### config.mk
export PLATFORM = sky130hd
export DESIGN_NAME = twm_top
export DESIGN_NICKNAME = d
export VERILOG_FILES = /design/src/design/twm_top.v /design/src/design/twm_bus_engine.v
export VERILOG_INCLUDE_DIRS = /design/src /design/src/common
export SDC_FILE = /design/constraint.sdc
export NUM_CORES = 1
export LEC_CHECK = 0
export BUFFER_PORTS_ARGS = -buffer_cell sky130_fd_sc_hd__buf_2
export CORE_MARGIN = 4
export CORE_UTILIZATION = 53
export CTS_CLUSTER_SIZE = 10
export DETAILED_ROUTE_END_ITERATION = 12
export GPL_TIMING_DRIVEN = 1
export PLACE_DENSITY = 0.71
export SYNTH_ARGS = -nofsm -noshare
export SYNTH_HDL_FRONTEND = slang
export SYNTH_SLANG_ARGS = --single-unit
### constraint.sdc
create_clock -name clk_i -period 4.6 [get_ports clk_i]
set_clock_uncertainty 0.15 [all_clocks]
set_input_delay 1.15 -clock clk_i [delete_from_list [all_inputs] [get_ports clk_i]]
set_output_delay 1.15 -clock clk_i [all_outputs]
set_load 0.05 [all_outputs]
### src/common/twm_consts.vh
// Purpose: Offsets, field positions, reset values and timing counts of the two-wire master.
// Assumes: 32-bit Wishbone data, byte addresses, one register per aligned word.
// Notes:   Definitions only.
`ifndef TWM_CONSTS_VH
`define TWM_CONSTS_VH

`define TWM_ADDR_W          12
`define TWM_OFS_RX_GO       12'h000
`define TWM_OFS_TX_GO       12'h008
`define TWM_OFS_HALT        12'h014
`define TWM_OFS_PAUSE       12'h01C
`define TWM_OFS_CONT        12'h020
`define TWM_OFS_HALTED      12'h104
`define TWM_OFS_FAULT       12'h124
`define TWM_OFS_PAUSED      12'h148
`define TWM_OFS_RX_BEGUN    12'h14C
`define TWM_OFS_TX_BEGUN    12'h150
`define TWM_OFS_FIN_RX      12'h15C
`define TWM_OFS_FIN_TX      12'h160
`define TWM_OFS_LINKS       12'h200
`define TWM_OFS_IRQ_MASK    12'h300
`define TWM_OFS_IRQ_SET     12'h304
`define TWM_OFS_IRQ_CLR     12'h308
`define TWM_OFS_FAULT_CAUSE 12'h4C4
`define TWM_OFS_ON          12'h500
`define TWM_OFS_CLK_ROUTE   12'h508
`define TWM_OFS_DAT_ROUTE   12'h50C
`define TWM_OFS_RATE        12'h524
`define TWM_OFS_RX_PTR      12'h534
`define TWM_OFS_RX_LIMIT    12'h538
`define TWM_OFS_RX_MOVED    12'h53C
`define TWM_OFS_RX_LIST     12'h540
`define TWM_OFS_TX_PTR      12'h544
`define TWM_OFS_TX_LIMIT    12'h548
`define TWM_OFS_TX_MOVED    12'h54C
`define TWM_OFS_TX_LIST     12'h550
`define TWM_OFS_TARGET      12'h588

// Event bit positions in the interrupt mask
`define TWM_EV_HALTED       1
`define TWM_EV_FAULT        9
`define TWM_EV_PAUSED       18
`define TWM_EV_RX_BEGUN     19
`define TWM_EV_TX_BEGUN     20
`define TWM_EV_FIN_RX       23
`define TWM_EV_FIN_TX       24

// Event-to-task link bits
`define TWM_LK_FTX_RX       7
`define TWM_LK_FTX_PAUSE    8
`define TWM_LK_FTX_HALT     9
`define TWM_LK_FRX_TX       10
`define TWM_LK_FRX_HALT     12

`define TWM_ON_VALUE        4'h6
`define TWM_ROUTE_OFF_BIT   31
`define TWM_RATE_RESET      32'h00000000
`define TWM_ZERO32          32'h00000000

// Bit time: 2500 ns quarter phase at 100 kbit/s, 100 ns clock
`define TWM_HALF_BIT_NS     2500
`define TWM_CLK_NS          100
`define TWM_HALF_BIT_CYC    (`TWM_HALF_BIT_NS / `TWM_CLK_NS)

`endif

### src/design/twm_top.v
// Purpose: Register map, pin routing and event logic of the two-wire master.
// Assumes: Classic Wishbone slave, one-cycle ack, 10 MHz clock.
// Notes:   Data buffer memory is modelled as byte ports to the outside.
// How it works
// - Clock and data routed to selected pins
// - Routing applies only while master enabled
// - Disabled master hands pins back to GPIO
// - Writing bit 0 triggers a task
// - Suspended event once traffic halts
// - Last-receive event at final byte start
// - Last-transmit event at final byte start
// - Distinct receive and transmit start events
// - Count registers hold bytes moved
// - Transfers limited by maximum-count registers
// - Shortcuts link events to tasks
// - Target address sent each transfer
// - Stopped event after stop completes
// - Suspend ignored when idle, byte finishes
`default_nettype none
`include "twm_consts.vh"

module twm_top (
   input  wire        clk_i,
   input  wire        rst_i,
   input  wire        wb_cyc_i,
   input  wire        wb_stb_i,
   input  wire        wb_we_i,
   input  wire [11:0] wb_adr_i,
   input  wire [3:0]  wb_sel_i,
   input  wire [31:0] wb_dat_i,
   output reg  [31:0] wb_dat_o,
   output reg         wb_ack_o,
   output wire        irq_o,
   input  wire [7:0]  pin_in_i,
   input  wire [7:0]  gpio_out_i,
   input  wire [7:0]  gpio_oe_i,
   output reg  [7:0]  pin_out_o,
   output reg  [7:0]  pin_oe_o,
   input  wire [7:0]  tx_byte_i,
   output wire [7:0]  rx_byte_o,
   output wire        rx_byte_valid_o,
   output wire [31:0] rx_addr_o,
   output wire [31:0] tx_addr_o
);
   reg  [31:0] mask_q, links_q, route_clk_q, route_dat_q, rate_q;
   reg  [31:0] rx_ptr_q, tx_ptr_q, rx_lim_q, tx_lim_q, rx_list_q, tx_list_q;
   reg  [31:0] rx_moved_q, tx_moved_q, target_q;
   reg  [3:0]  on_q;
   reg  [2:0]  cause_q;
   reg  [6:0]  ev_q;
   reg  [2:0]  scl_s_q, sda_s_q;
   reg         scl_f_q, sda_f_q, tx_side;
   reg  [31:0] rd_d;
   wire        sel_wr = wb_cyc_i && wb_stb_i && wb_we_i && !wb_ack_o && wb_sel_i[0];
   wire        sel_rd = wb_cyc_i && wb_stb_i && !wb_we_i && !wb_ack_o;
   wire        enabled = (on_q == `TWM_ON_VALUE);
   wire        e_halt, e_fault, e_paused, e_rxb, e_txb, e_frx, e_ftx, e_byte, busy, paused;
   wire [7:0]  count;
   wire        scl_low, sda_low;

   function hit;
      input [11:0] ofs;
      hit = (wb_adr_i == ofs);
   endfunction

   function task_wr;
      input [11:0] ofs;
      task_wr = sel_wr && hit(ofs) && wb_dat_i[0];
   endfunction

   function [2:0] route_pin;
      input [31:0] r;
      route_pin = r[2:0];
   endfunction

   function routed;
      input [31:0] r;
      routed = !r[`TWM_ROUTE_OFF_BIT];
   endfunction

   // Tasks from register writes, with shortcuts from the engine's event pulses
   wire go_rx = enabled && (task_wr(`TWM_OFS_RX_GO)
                || (e_ftx && links_q[`TWM_LK_FTX_RX]));
   wire go_tx = enabled && (task_wr(`TWM_OFS_TX_GO)
                || (e_frx && links_q[`TWM_LK_FRX_TX]));
   wire halt  = task_wr(`TWM_OFS_HALT) || (e_ftx && links_q[`TWM_LK_FTX_HALT])
                || (e_frx && links_q[`TWM_LK_FRX_HALT]);
   wire pause = task_wr(`TWM_OFS_PAUSE) || (e_ftx && links_q[`TWM_LK_FTX_PAUSE]);
   wire cont  = task_wr(`TWM_OFS_CONT);

   // Pin sampling: a change counts once stages two and three agree
   always @(posedge clk_i) begin
      if (rst_i) begin
         scl_s_q <= 3'h7; sda_s_q <= 3'h7; scl_f_q <= 1'b1; sda_f_q <= 1'b1;
      end else begin
         scl_s_q <= {scl_s_q[1:0], pin_in_i[route_pin(route_clk_q)]};
         sda_s_q <= {sda_s_q[1:0], pin_in_i[route_pin(route_dat_q)]};
         if (scl_s_q[1] == scl_s_q[2]) scl_f_q <= scl_s_q[2];
         if (sda_s_q[1] == sda_s_q[2]) sda_f_q <= sda_s_q[2];
      end
   end

   twm_bus_engine u_eng (
      .clk_i         (clk_i),
      .rst_i         (rst_i || !enabled),
      .go_rx_i       (go_rx),
      .go_tx_i       (go_tx),
      .halt_i        (halt),
      .pause_i       (pause),
      .cont_i        (cont),
      .target_i      (target_q[6:0]),
      .rx_limit_i    (rx_lim_q[7:0]),
      .tx_limit_i    (tx_lim_q[7:0]),
      .tx_byte_i     (tx_byte_i),
      .scl_in_i      (scl_f_q),
      .sda_in_i      (sda_f_q),
      .scl_low_o     (scl_low),
      .sda_low_o     (sda_low),
      .ev_halted_o   (e_halt),
      .ev_fault_o    (e_fault),
      .ev_paused_o   (e_paused),
      .ev_rx_begun_o (e_rxb),
      .ev_tx_begun_o (e_txb),
      .ev_fin_rx_o   (e_frx),
      .ev_fin_tx_o   (e_ftx),
      .byte_done_o   (e_byte),
      .rx_byte_o     (rx_byte_o),
      .count_o       (count),
      .busy_o        (busy),
      .paused_o      (paused)
   );

   assign rx_byte_valid_o = e_byte && busy && !tx_side;
   assign rx_addr_o = rx_ptr_q + {24'h000000, count};
   assign tx_addr_o = tx_ptr_q + {24'h000000, count};

   // Pin mux: routing only while enabled, else GPIO owns every pin
   integer i;
   always @(posedge clk_i) begin
      if (rst_i) begin
         pin_out_o <= 8'h00; pin_oe_o <= 8'h00;
      end else begin
         for (i = 0; i < 8; i = i + 1) begin
            pin_out_o[i] <= gpio_out_i[i];
            pin_oe_o[i]  <= gpio_oe_i[i];
            if (enabled && routed(route_clk_q) && route_pin(route_clk_q) == i) begin
               pin_out_o[i] <= 1'b0;
               pin_oe_o[i]  <= scl_low;
            end
            if (enabled && routed(route_dat_q) && route_pin(route_dat_q) == i) begin
               pin_out_o[i] <= 1'b0;
               pin_oe_o[i]  <= sda_low;
            end
         end
      end
   end

   // Register writes and event flags; hardware set wins over a clearing read
   always @(posedge clk_i) begin
      if (rst_i) begin
         mask_q <= `TWM_ZERO32; links_q <= `TWM_ZERO32; on_q <= 4'h0;
         route_clk_q <= 32'hFFFFFFFF; route_dat_q <= 32'hFFFFFFFF;
         rate_q <= `TWM_RATE_RESET; rx_ptr_q <= `TWM_ZERO32; tx_ptr_q <= `TWM_ZERO32;
         rx_lim_q <= `TWM_ZERO32; tx_lim_q <= `TWM_ZERO32;
         rx_list_q <= `TWM_ZERO32; tx_list_q <= `TWM_ZERO32;
         rx_moved_q <= `TWM_ZERO32; tx_moved_q <= `TWM_ZERO32;
         target_q <= `TWM_ZERO32; cause_q <= 3'h0; ev_q <= 7'h00; tx_side <= 1'b0;
      end else begin
         if (e_rxb) tx_side <= 1'b0;
         if (e_txb) tx_side <= 1'b1;
         if (e_byte && !tx_side) rx_moved_q <= {24'h000000, count};
         if (e_byte && tx_side)  tx_moved_q <= {24'h000000, count};
         if (e_rxb) rx_moved_q <= `TWM_ZERO32;
         if (e_txb) tx_moved_q <= `TWM_ZERO32;
         if (sel_rd) begin
            if (hit(`TWM_OFS_HALTED))   ev_q[0] <= 1'b0;
            if (hit(`TWM_OFS_FAULT))    ev_q[1] <= 1'b0;
            if (hit(`TWM_OFS_PAUSED))   ev_q[2] <= 1'b0;
            if (hit(`TWM_OFS_RX_BEGUN)) ev_q[3] <= 1'b0;
            if (hit(`TWM_OFS_TX_BEGUN)) ev_q[4] <= 1'b0;
            if (hit(`TWM_OFS_FIN_RX))   ev_q[5] <= 1'b0;
            if (hit(`TWM_OFS_FIN_TX))   ev_q[6] <= 1'b0;
         end
         if (sel_wr) begin
            case (wb_adr_i)
               `TWM_OFS_HALTED:    ev_q[0] <= wb_dat_i[0];
               `TWM_OFS_FAULT:     ev_q[1] <= wb_dat_i[0];
               `TWM_OFS_PAUSED:    ev_q[2] <= wb_dat_i[0];
               `TWM_OFS_RX_BEGUN:  ev_q[3] <= wb_dat_i[0];
               `TWM_OFS_TX_BEGUN:  ev_q[4] <= wb_dat_i[0];
               `TWM_OFS_FIN_RX:    ev_q[5] <= wb_dat_i[0];
               `TWM_OFS_FIN_TX:    ev_q[6] <= wb_dat_i[0];
               `TWM_OFS_LINKS:     links_q <= wb_dat_i;
               `TWM_OFS_IRQ_MASK:  mask_q <= wb_dat_i;
               `TWM_OFS_IRQ_SET:   mask_q <= mask_q | wb_dat_i;
               `TWM_OFS_IRQ_CLR:   mask_q <= mask_q & ~wb_dat_i;
               `TWM_OFS_FAULT_CAUSE: cause_q <= cause_q & ~wb_dat_i[2:0];
               `TWM_OFS_ON:        on_q <= wb_dat_i[3:0];
               // Routes ignored while enabled, so a live bus never jumps pins
               `TWM_OFS_CLK_ROUTE: if (!enabled) route_clk_q <= wb_dat_i;
               `TWM_OFS_DAT_ROUTE: if (!enabled) route_dat_q <= wb_dat_i;
               `TWM_OFS_RATE:      rate_q <= wb_dat_i;
               `TWM_OFS_RX_PTR:    rx_ptr_q <= wb_dat_i;
               `TWM_OFS_RX_LIMIT:  rx_lim_q <= {24'h000000, wb_dat_i[7:0]};
               `TWM_OFS_RX_LIST:   rx_list_q <= {29'h00000000, wb_dat_i[2:0]};
               `TWM_OFS_TX_PTR:    tx_ptr_q <= wb_dat_i;
               `TWM_OFS_TX_LIMIT:  tx_lim_q <= {24'h000000, wb_dat_i[7:0]};
               `TWM_OFS_TX_LIST:   tx_list_q <= {29'h00000000, wb_dat_i[2:0]};
               `TWM_OFS_TARGET:    target_q <= {25'h0000000, wb_dat_i[6:0]};
               default: ;
            endcase
         end
         if (e_halt)   ev_q[0] <= 1'b1;
         if (e_fault)  ev_q[1] <= 1'b1;
         if (e_fault)  cause_q[2] <= 1'b1;
         if (e_paused) ev_q[2] <= 1'b1;
         if (e_rxb)    ev_q[3] <= 1'b1;
         if (e_txb)    ev_q[4] <= 1'b1;
         if (e_frx)    ev_q[5] <= 1'b1;
         if (e_ftx)    ev_q[6] <= 1'b1;
      end
   end

   assign irq_o = (ev_q[0] && mask_q[`TWM_EV_HALTED])   || (ev_q[1] && mask_q[`TWM_EV_FAULT])
               || (ev_q[2] && mask_q[`TWM_EV_PAUSED])   || (ev_q[3] && mask_q[`TWM_EV_RX_BEGUN])
               || (ev_q[4] && mask_q[`TWM_EV_TX_BEGUN]) || (ev_q[5] && mask_q[`TWM_EV_FIN_RX])
               || (ev_q[6] && mask_q[`TWM_EV_FIN_TX]);

   always @* begin
      case (wb_adr_i)
         `TWM_OFS_HALTED:      rd_d = {31'h00000000, ev_q[0]};
         `TWM_OFS_FAULT:       rd_d = {31'h00000000, ev_q[1]};
         `TWM_OFS_PAUSED:      rd_d = {31'h00000000, ev_q[2]};
         `TWM_OFS_RX_BEGUN:    rd_d = {31'h00000000, ev_q[3]};
         `TWM_OFS_TX_BEGUN:    rd_d = {31'h00000000, ev_q[4]};
         `TWM_OFS_FIN_RX:      rd_d = {31'h00000000, ev_q[5]};
         `TWM_OFS_FIN_TX:      rd_d = {31'h00000000, ev_q[6]};
         `TWM_OFS_LINKS:       rd_d = links_q;
         `TWM_OFS_IRQ_MASK, `TWM_OFS_IRQ_SET, `TWM_OFS_IRQ_CLR: rd_d = mask_q;
         `TWM_OFS_FAULT_CAUSE: rd_d = {29'h00000000, cause_q};
         `TWM_OFS_ON:          rd_d = {28'h0000000, on_q};
         `TWM_OFS_CLK_ROUTE:   rd_d = route_clk_q;
         `TWM_OFS_DAT_ROUTE:   rd_d = route_dat_q;
         `TWM_OFS_RATE:        rd_d = rate_q;
         `TWM_OFS_RX_PTR:      rd_d = rx_ptr_q;
         `TWM_OFS_RX_LIMIT:    rd_d = rx_lim_q;
         `TWM_OFS_RX_MOVED:    rd_d = rx_moved_q;
         `TWM_OFS_RX_LIST:     rd_d = rx_list_q;
         `TWM_OFS_TX_PTR:      rd_d = tx_ptr_q;
         `TWM_OFS_TX_LIMIT:    rd_d = tx_lim_q;
         `TWM_OFS_TX_MOVED:    rd_d = tx_moved_q;
         `TWM_OFS_TX_LIST:     rd_d = tx_list_q;
         `TWM_OFS_TARGET:      rd_d = target_q;
         default:              rd_d = `TWM_ZERO32;
      endcase
   end

   // One-cycle answer; unmapped and task offsets read zero
   always @(posedge clk_i) begin
      if (rst_i) begin
         wb_ack_o <= 1'b0; wb_dat_o <= `TWM_ZERO32;
      end else begin
         wb_ack_o <= wb_cyc_i && wb_stb_i && !wb_ack_o;
         wb_dat_o <= sel_rd ? rd_d : `TWM_ZERO32;
      end
   end
endmodule
`default_nettype wire

### src/design/twm_bus_engine.v
// Purpose: Two-wire bit engine: start, address, bytes with acknowledge, suspend, stop.
// Assumes: Pins already synchronised; open-drain lines driven low only.
// Notes:   One bit per four quarter phases; slave clock stretching honoured.
`default_nettype none
`include "twm_consts.vh"

module twm_bus_engine (
   input  wire        clk_i,
   input  wire        rst_i,
   input  wire        go_rx_i,
   input  wire        go_tx_i,
   input  wire        halt_i,
   input  wire        pause_i,
   input  wire        cont_i,
   input  wire [6:0]  target_i,
   input  wire [7:0]  rx_limit_i,
   input  wire [7:0]  tx_limit_i,
   input  wire [7:0]  tx_byte_i,
   input  wire        scl_in_i,
   input  wire        sda_in_i,
   output reg         scl_low_o,
   output reg         sda_low_o,
   output reg         ev_halted_o,
   output reg         ev_fault_o,
   output reg         ev_paused_o,
   output reg         ev_rx_begun_o,
   output reg         ev_tx_begun_o,
   output reg         ev_fin_rx_o,
   output reg         ev_fin_tx_o,
   output reg         byte_done_o,
   output reg  [7:0]  rx_byte_o,
   output reg  [7:0]  count_o,
   output wire        busy_o,
   output wire        paused_o
);
   localparam [2:0] S_IDLE = 3'h0, S_START = 3'h1, S_BITS = 3'h2, S_ACK = 3'h3,
                    S_WAIT = 3'h4, S_PAUSE = 3'h5, S_STOP = 3'h6;
   localparam [31:0] HALF_W = `TWM_HALF_BIT_CYC;
   localparam [7:0]  HALF   = HALF_W[7:0];

   reg [2:0] st_q;
   reg [7:0] tmr_q;
   reg [1:0] ph_q;
   reg [3:0] bit_q;
   reg [7:0] sh_q;
   reg       rd_q, addr_q, halt_pend_q, pause_pend_q;
   wire      tick = (tmr_q == 8'h00);
   wire      last_rx = rd_q && (count_o + 8'h01 >= rx_limit_i);

   assign busy_o   = (st_q != S_IDLE);
   assign paused_o = (st_q == S_PAUSE);

   always @(posedge clk_i) begin
      ev_halted_o <= 1'b0; ev_fault_o <= 1'b0; ev_paused_o <= 1'b0;
      ev_rx_begun_o <= 1'b0; ev_tx_begun_o <= 1'b0;
      ev_fin_rx_o <= 1'b0; ev_fin_tx_o <= 1'b0; byte_done_o <= 1'b0;
      if (rst_i) begin
         st_q <= S_IDLE; tmr_q <= 8'h00; ph_q <= 2'h0; bit_q <= 4'h0;
         sh_q <= 8'h00; rd_q <= 1'b0; addr_q <= 1'b0;
         halt_pend_q <= 1'b0; pause_pend_q <= 1'b0;
         scl_low_o <= 1'b0; sda_low_o <= 1'b0; rx_byte_o <= 8'h00; count_o <= 8'h00;
      end else begin
         tmr_q <= tick ? HALF : tmr_q - 8'h01;
         if (halt_i && st_q != S_PAUSE && st_q != S_IDLE) halt_pend_q <= 1'b1;
         if (pause_i && st_q != S_IDLE) pause_pend_q <= 1'b1;
         case (st_q)
            S_IDLE: begin
               halt_pend_q <= 1'b0; pause_pend_q <= 1'b0;
               if (go_rx_i || go_tx_i) begin
                  rd_q <= go_rx_i; addr_q <= 1'b1; count_o <= 8'h00;
                  sh_q <= {target_i, go_rx_i};
                  ev_rx_begun_o <= go_rx_i;
                  ev_tx_begun_o <= go_tx_i;
                  st_q <= S_START; tmr_q <= HALF;
               end
            end
            S_START: if (tick) begin
               sda_low_o <= 1'b1; st_q <= S_BITS; bit_q <= 4'h0; ph_q <= 2'h0;
            end
            S_BITS, S_ACK: if (tick && !(ph_q == 2'h3 && !scl_in_i)) begin
               ph_q <= ph_q + 2'h1;
               case (ph_q)
                  2'h0: begin
                     scl_low_o <= 1'b1;
                  end
                  2'h1: begin
                     if (st_q == S_BITS)
                        sda_low_o <= (rd_q && !addr_q) ? 1'b0 : !sh_q[7];
                     else
                        sda_low_o <= rd_q && !addr_q && !last_rx;
                  end
                  2'h2: scl_low_o <= 1'b0;
                  default: begin
                     if (st_q == S_BITS) begin
                        sh_q <= {sh_q[6:0], sda_in_i};
                        bit_q <= bit_q + 4'h1;
                        if (bit_q == 4'h7) st_q <= S_ACK;
                     end else begin
                        if ((addr_q || !rd_q) && sda_in_i) ev_fault_o <= 1'b1;
                        if (!addr_q) begin
                           count_o <= count_o + 8'h01;
                           byte_done_o <= 1'b1;
                           if (rd_q) rx_byte_o <= sh_q;
                        end
                        addr_q <= 1'b0;
                        st_q <= S_WAIT;
                     end
                  end
               endcase
            end
            S_WAIT: begin
               // Next byte boundary: stop, suspend, or carry on
               scl_low_o <= 1'b1;
               if (halt_pend_q || (!rd_q && count_o >= tx_limit_i && !addr_q)
                   || (rd_q && count_o >= rx_limit_i)) begin
                  st_q <= S_STOP; sda_low_o <= 1'b1; tmr_q <= HALF;
               end else if (pause_pend_q) begin
                  st_q <= S_PAUSE; pause_pend_q <= 1'b0;
                  ev_paused_o <= 1'b1;
               end else begin
                  ev_fin_rx_o <= last_rx;
                  ev_fin_tx_o <= !rd_q && (count_o + 8'h01 == tx_limit_i);
                  sh_q <= rd_q ? 8'h00 : tx_byte_i;
                  st_q <= S_BITS; bit_q <= 4'h0; ph_q <= 2'h1; tmr_q <= HALF;
               end
            end
            S_PAUSE: if (cont_i) st_q <= S_WAIT;                // Clock held low
            S_STOP: if (tick) begin
               if (scl_low_o) scl_low_o <= 1'b0;
               // Stop edge waits out a stretched clock
               else if (scl_in_i) begin
                  sda_low_o <= 1'b0; st_q <= S_IDLE;
                  ev_halted_o <= 1'b1;
               end
            end
            default: st_q <= S_IDLE;
         endcase
      end
   end
endmodule
`default_nettype wire

==> run_results.csv <==
group,metric,value,unit
yosys,yosys.area.top_type,"sky130_fd_sc_hd__dfxtp_1",
die,dieWidth,198,um
yosys,synth-edff-count,0,
min_path,hold_path.class,"reg -> reg",
yosys,postSynthRegisterBits,396,
routing,first_pass_iters,7,
die,top_level_ports,208,
yosys,synth-async-reset-ratio,0,%
clock_tree,clock_insertion_delay_worst_skew,0.55,ns
grt,grt_first_pass_wirelength,101000,um
die,dieArea,39400,um2
timing,fin_hold_ws,0.265,ns
placement,pre_cts_slack,0.157,ns
placement,numPortBuffers,204,
routing,drt.antenna.violating_nets,0,
routing,post_drt_wl_per_cell,22.0,um
critical_path,worst-endpoint-arrival,3.27,ns
cells_and_area,layout.filler_cells,3138,
cells_and_area,design.final.nets,2678,
routing,drt_first_iter_violations,2697,
routing,wirelength,66400,um
routing,post_drt_via_cell_ratio,6.29,
clock_tree,cts_root_buffer,"sky130_fd_sc_hd__clkbuf_16",
timing,timing.final.ws_setup,0.0313,ns
grt,grt_start_max_net_pins,181,
grt,grt_antenna_before_repair,1,
critical_path,crit_path_end_kind,"primary output",
timing,final-setup-viol-count,0,
power_and_ir_drop,leakage,8.30,nW
cells_and_area,area.growth.synth_to_final,15.3,%
clock_tree,clk_pin_slew,0.05,ns
run,timing.max_cap.violations,0,
cells_and_area,final-seq-area,7940,um2
critical_path,required,3.30,ns
yosys,synth.yosys.seq_area_share,41.2,%
yosys,synth_most_common_cell,"sky130_fd_sc_hd__nand2_1",
yosys,synth_cell_type_count,80,
die,initial_core_util,53.9,%
timing,grt_setup_unrepaired,"yes",
yosys,synth_top_cell_area_share,41.2,%
timing,finalCriticalPeriod,4.57,ns
critical_path,timing.critical_path.fanout_max,10,
clock_tree,tritoncts_clock_tree,"built",
grt,grt_util_all_layers,32.2,%
timing,final_max_slew_viol_count,0,
yosys,yosys-top-cells-count,"sky130_fd_sc_hd__nand2_1, sky130_fd_sc_hd__dfxtp_1, sky130_fd_sc_hd__a21oi_1, sky130_fd_sc_hd__nor2_1, sky130_fd_sc_hd__clkbuf_1",
die,core_area,35700,um2
grt,overflow,0,
yosys,syn-num-nets,2544,
die,rows,69,
critical_path,setup.worst_path.start_class,"flip-flop",
clock_tree,cts.sink_count,396,
timing,finalCritPeriodShare,99.3,%
timing,fmaxAchievable,219,MHz
yosys,syn_area_per_cell,7.98,um2
clock_tree,ctsHoldBuffers,0,
clock_tree,cts.path.max_buffers,3,
placement,routabilityCongestion,0.929,
cells_and_area,drive_gt1_share,16.2,%
timing,worst_pin_slew,1.08,ns
die,die_h,198,um
yosys,synth_cells,2410,
clock_tree,numCtsBuffers,46,
yosys,syn_area,19200,um2
critical_path,criticalPathCategory,"reg -> out",
grt,grt_pass1_vias,17673,
power_and_ir_drop,irDropWorstVdd,0.307,mV
timing,timing_hold_violations_final,0,
timing,worst_slew_margin_relative_to_its_limit,27.5,%
routing,dr_total_vias,18971,
yosys,synth_flop_cell,"sky130_fd_sc_hd__dfxtp_1",
yosys,synthesis_warning_total,0,
run_status,outcome,"complete, no violations",
timing,totalNegativeSetupSlack,0,ns
power_and_ir_drop,power.density,313,nW/um2
cells_and_area,multiInputGateArea,10500,um2
yosys,synth_area_leaders,"sky130_fd_sc_hd__dfxtp_1, sky130_fd_sc_hd__nand2_1, sky130_fd_sc_hd__a21oi_1",
placement,place.detailed.hpwl,43900,um
routing,remaining_drc_errors,0,
clock_tree,cts-htree-levels,2,
==> sequential cells by signal, summed over array words and instances, names as in the netlist, 7 cells and up <==
| register | flops |
|---|---|
| tx_moved_q | 8 |
| rx_ptr_q | 32 |
| rate_q | 32 |
| links_q | 32 |
| pin_out_o | 8 |
| tx_lim_q | 8 |
| route_clk_q | 32 |
| pin_oe_o | 8 |
| tx_ptr_q | 32 |
| u_eng.count_o | 8 |
| wb_dat_o | 32 |
| mask_q | 32 |
| u_eng.tmr_q | 8 |
| u_eng.rx_byte_o | 8 |
| u_eng.sh_q | 8 |
| rx_moved_q | 8 |
| target_q | 7 |
| route_dat_q | 32 |
| ev_q | 7 |
| rx_lim_q | 8 |
==> where the power goes <==
group	internal (mW)	switching, mW
logic	0.0638	0.164
clock network	1.90	1.37
registers	3.44	0.00259
==> cell usage in the layout (no fill, tap or decap), drive strengths merged, types with 38 or more instances in the layout <==
cell	netlist	layout
xnor2	49	49
nand2	560	560
dfxtp	396	396
a21oi	219	219
mux2i	38	38
nor2	171	171
buf	27	275
nand3	52	52
ha	47	47
a22oi	76	76
a222oi	56	56
inv	54	56
nand3b	66	66
o21ai	71	71
nor3	48	48
clkbuf	167	60
==> layer usage <==
| metal | vias up | track usage [%] | wire length [um] |
|---|---|---|---|
| met5 | - | 0 | 0 |
| met4 | 0 | 10.1 | 2040 |
| met3 | 141 | 5.76 | 7100 |
| met2 | 1067 | 50.5 | 29700 |
| met1 | 9060 | 45.4 | 27600 |
| li1 | 8703 | - | - |
==> worst paths after layout <==
kind                     from              to  slack (ns)  depth (start not counted)
max          u_eng.count_o[1]   tx_addr_o[21]        0.03                         11
min                scl_s_q[0]      scl_s_q[1]        0.26                          1
max reg2reg  u_eng.count_o[0]  u_eng.tmr_q[5]        1.24                         10
min reg2reg        scl_s_q[0]      scl_s_q[1]        0.26                          1
==> kinds of logic (layout without fill, tap and decap cells) <==
group / Yosys count / count (layout) / synth area share (%)
compound gates: 533 / 534 / 18.2
xor+xnor: 76 / 76 / 3.46
fa+ha+maj: 49 / 49 / 3.27
buf+inv: 248 / 392 / 5.11
flops: 396 / 396 / 41.2
mux: 43 / 43 / 2.51
other cells: 0 / 1 / 0
simple gates: 1065 / 1065 / 26.2
==> layout make-up <==
| cell class | count | share of cell area (%) |
|---|---|---|
| multi-input combinational | 1767 | 47.4 |
| antenna | 1 | 0.0113 |
| inverter | 54 | 0.914 |
| clock inverter | 3 | 0.265 |
| sequential | 396 | 35.8 |
| tap | 461 | 2.60 |
| timing repair buffer | 279 | 7.51 |
| clock buffer | 56 | 5.50 |
==> critical path: stages (launching register included) <==
cell and delay, ns:
sky130_fd_sc_hd__dfxtp_1 0.30, sky130_fd_sc_hd__buf_4 0.19, sky130_fd_sc_hd__ha_1 0.28, sky130_fd_sc_hd__a21o_1 0.11
sky130_fd_sc_hd__a21oi_1 0.10, sky130_fd_sc_hd__o21ai_0 0.46, sky130_fd_sc_hd__a31oi_1 0.24, sky130_fd_sc_hd__o21ai_0 0.21
sky130_fd_sc_hd__buf_4 0.22, sky130_fd_sc_hd__nand4_1 0.14, sky130_fd_sc_hd__xnor2_1 0.17, sky130_fd_sc_hd__buf_2 0.28
==> repair_timing <==
| action | CTS | global route |
|---|---|---|
| setup endpoints to repair | 25 | 31 |
| gates cloned | 1 | 0 |
| pin swaps | 7 | 6 |
| setup buffers | 8 | 2 |
| endpoints found under the hold margin | 0 | 0 |
| gates resized for setup | 33 | 29 |
==> per-stage QoR <==
step	utilization, %	cell area, um2	power [mW]	cells
after CTS	61.8	22100	6.97	3014
after floorplan	-	19200	3.66	2410
after global placement	57.8	20600	3.74	2946
final	62.2	22200	6.94	3017
after detailed placement	57.8	20600	3.74	2946
after global routing	62.2	22200	7.11	3017
Note: power is estimated with default switching activity, not from simulation.
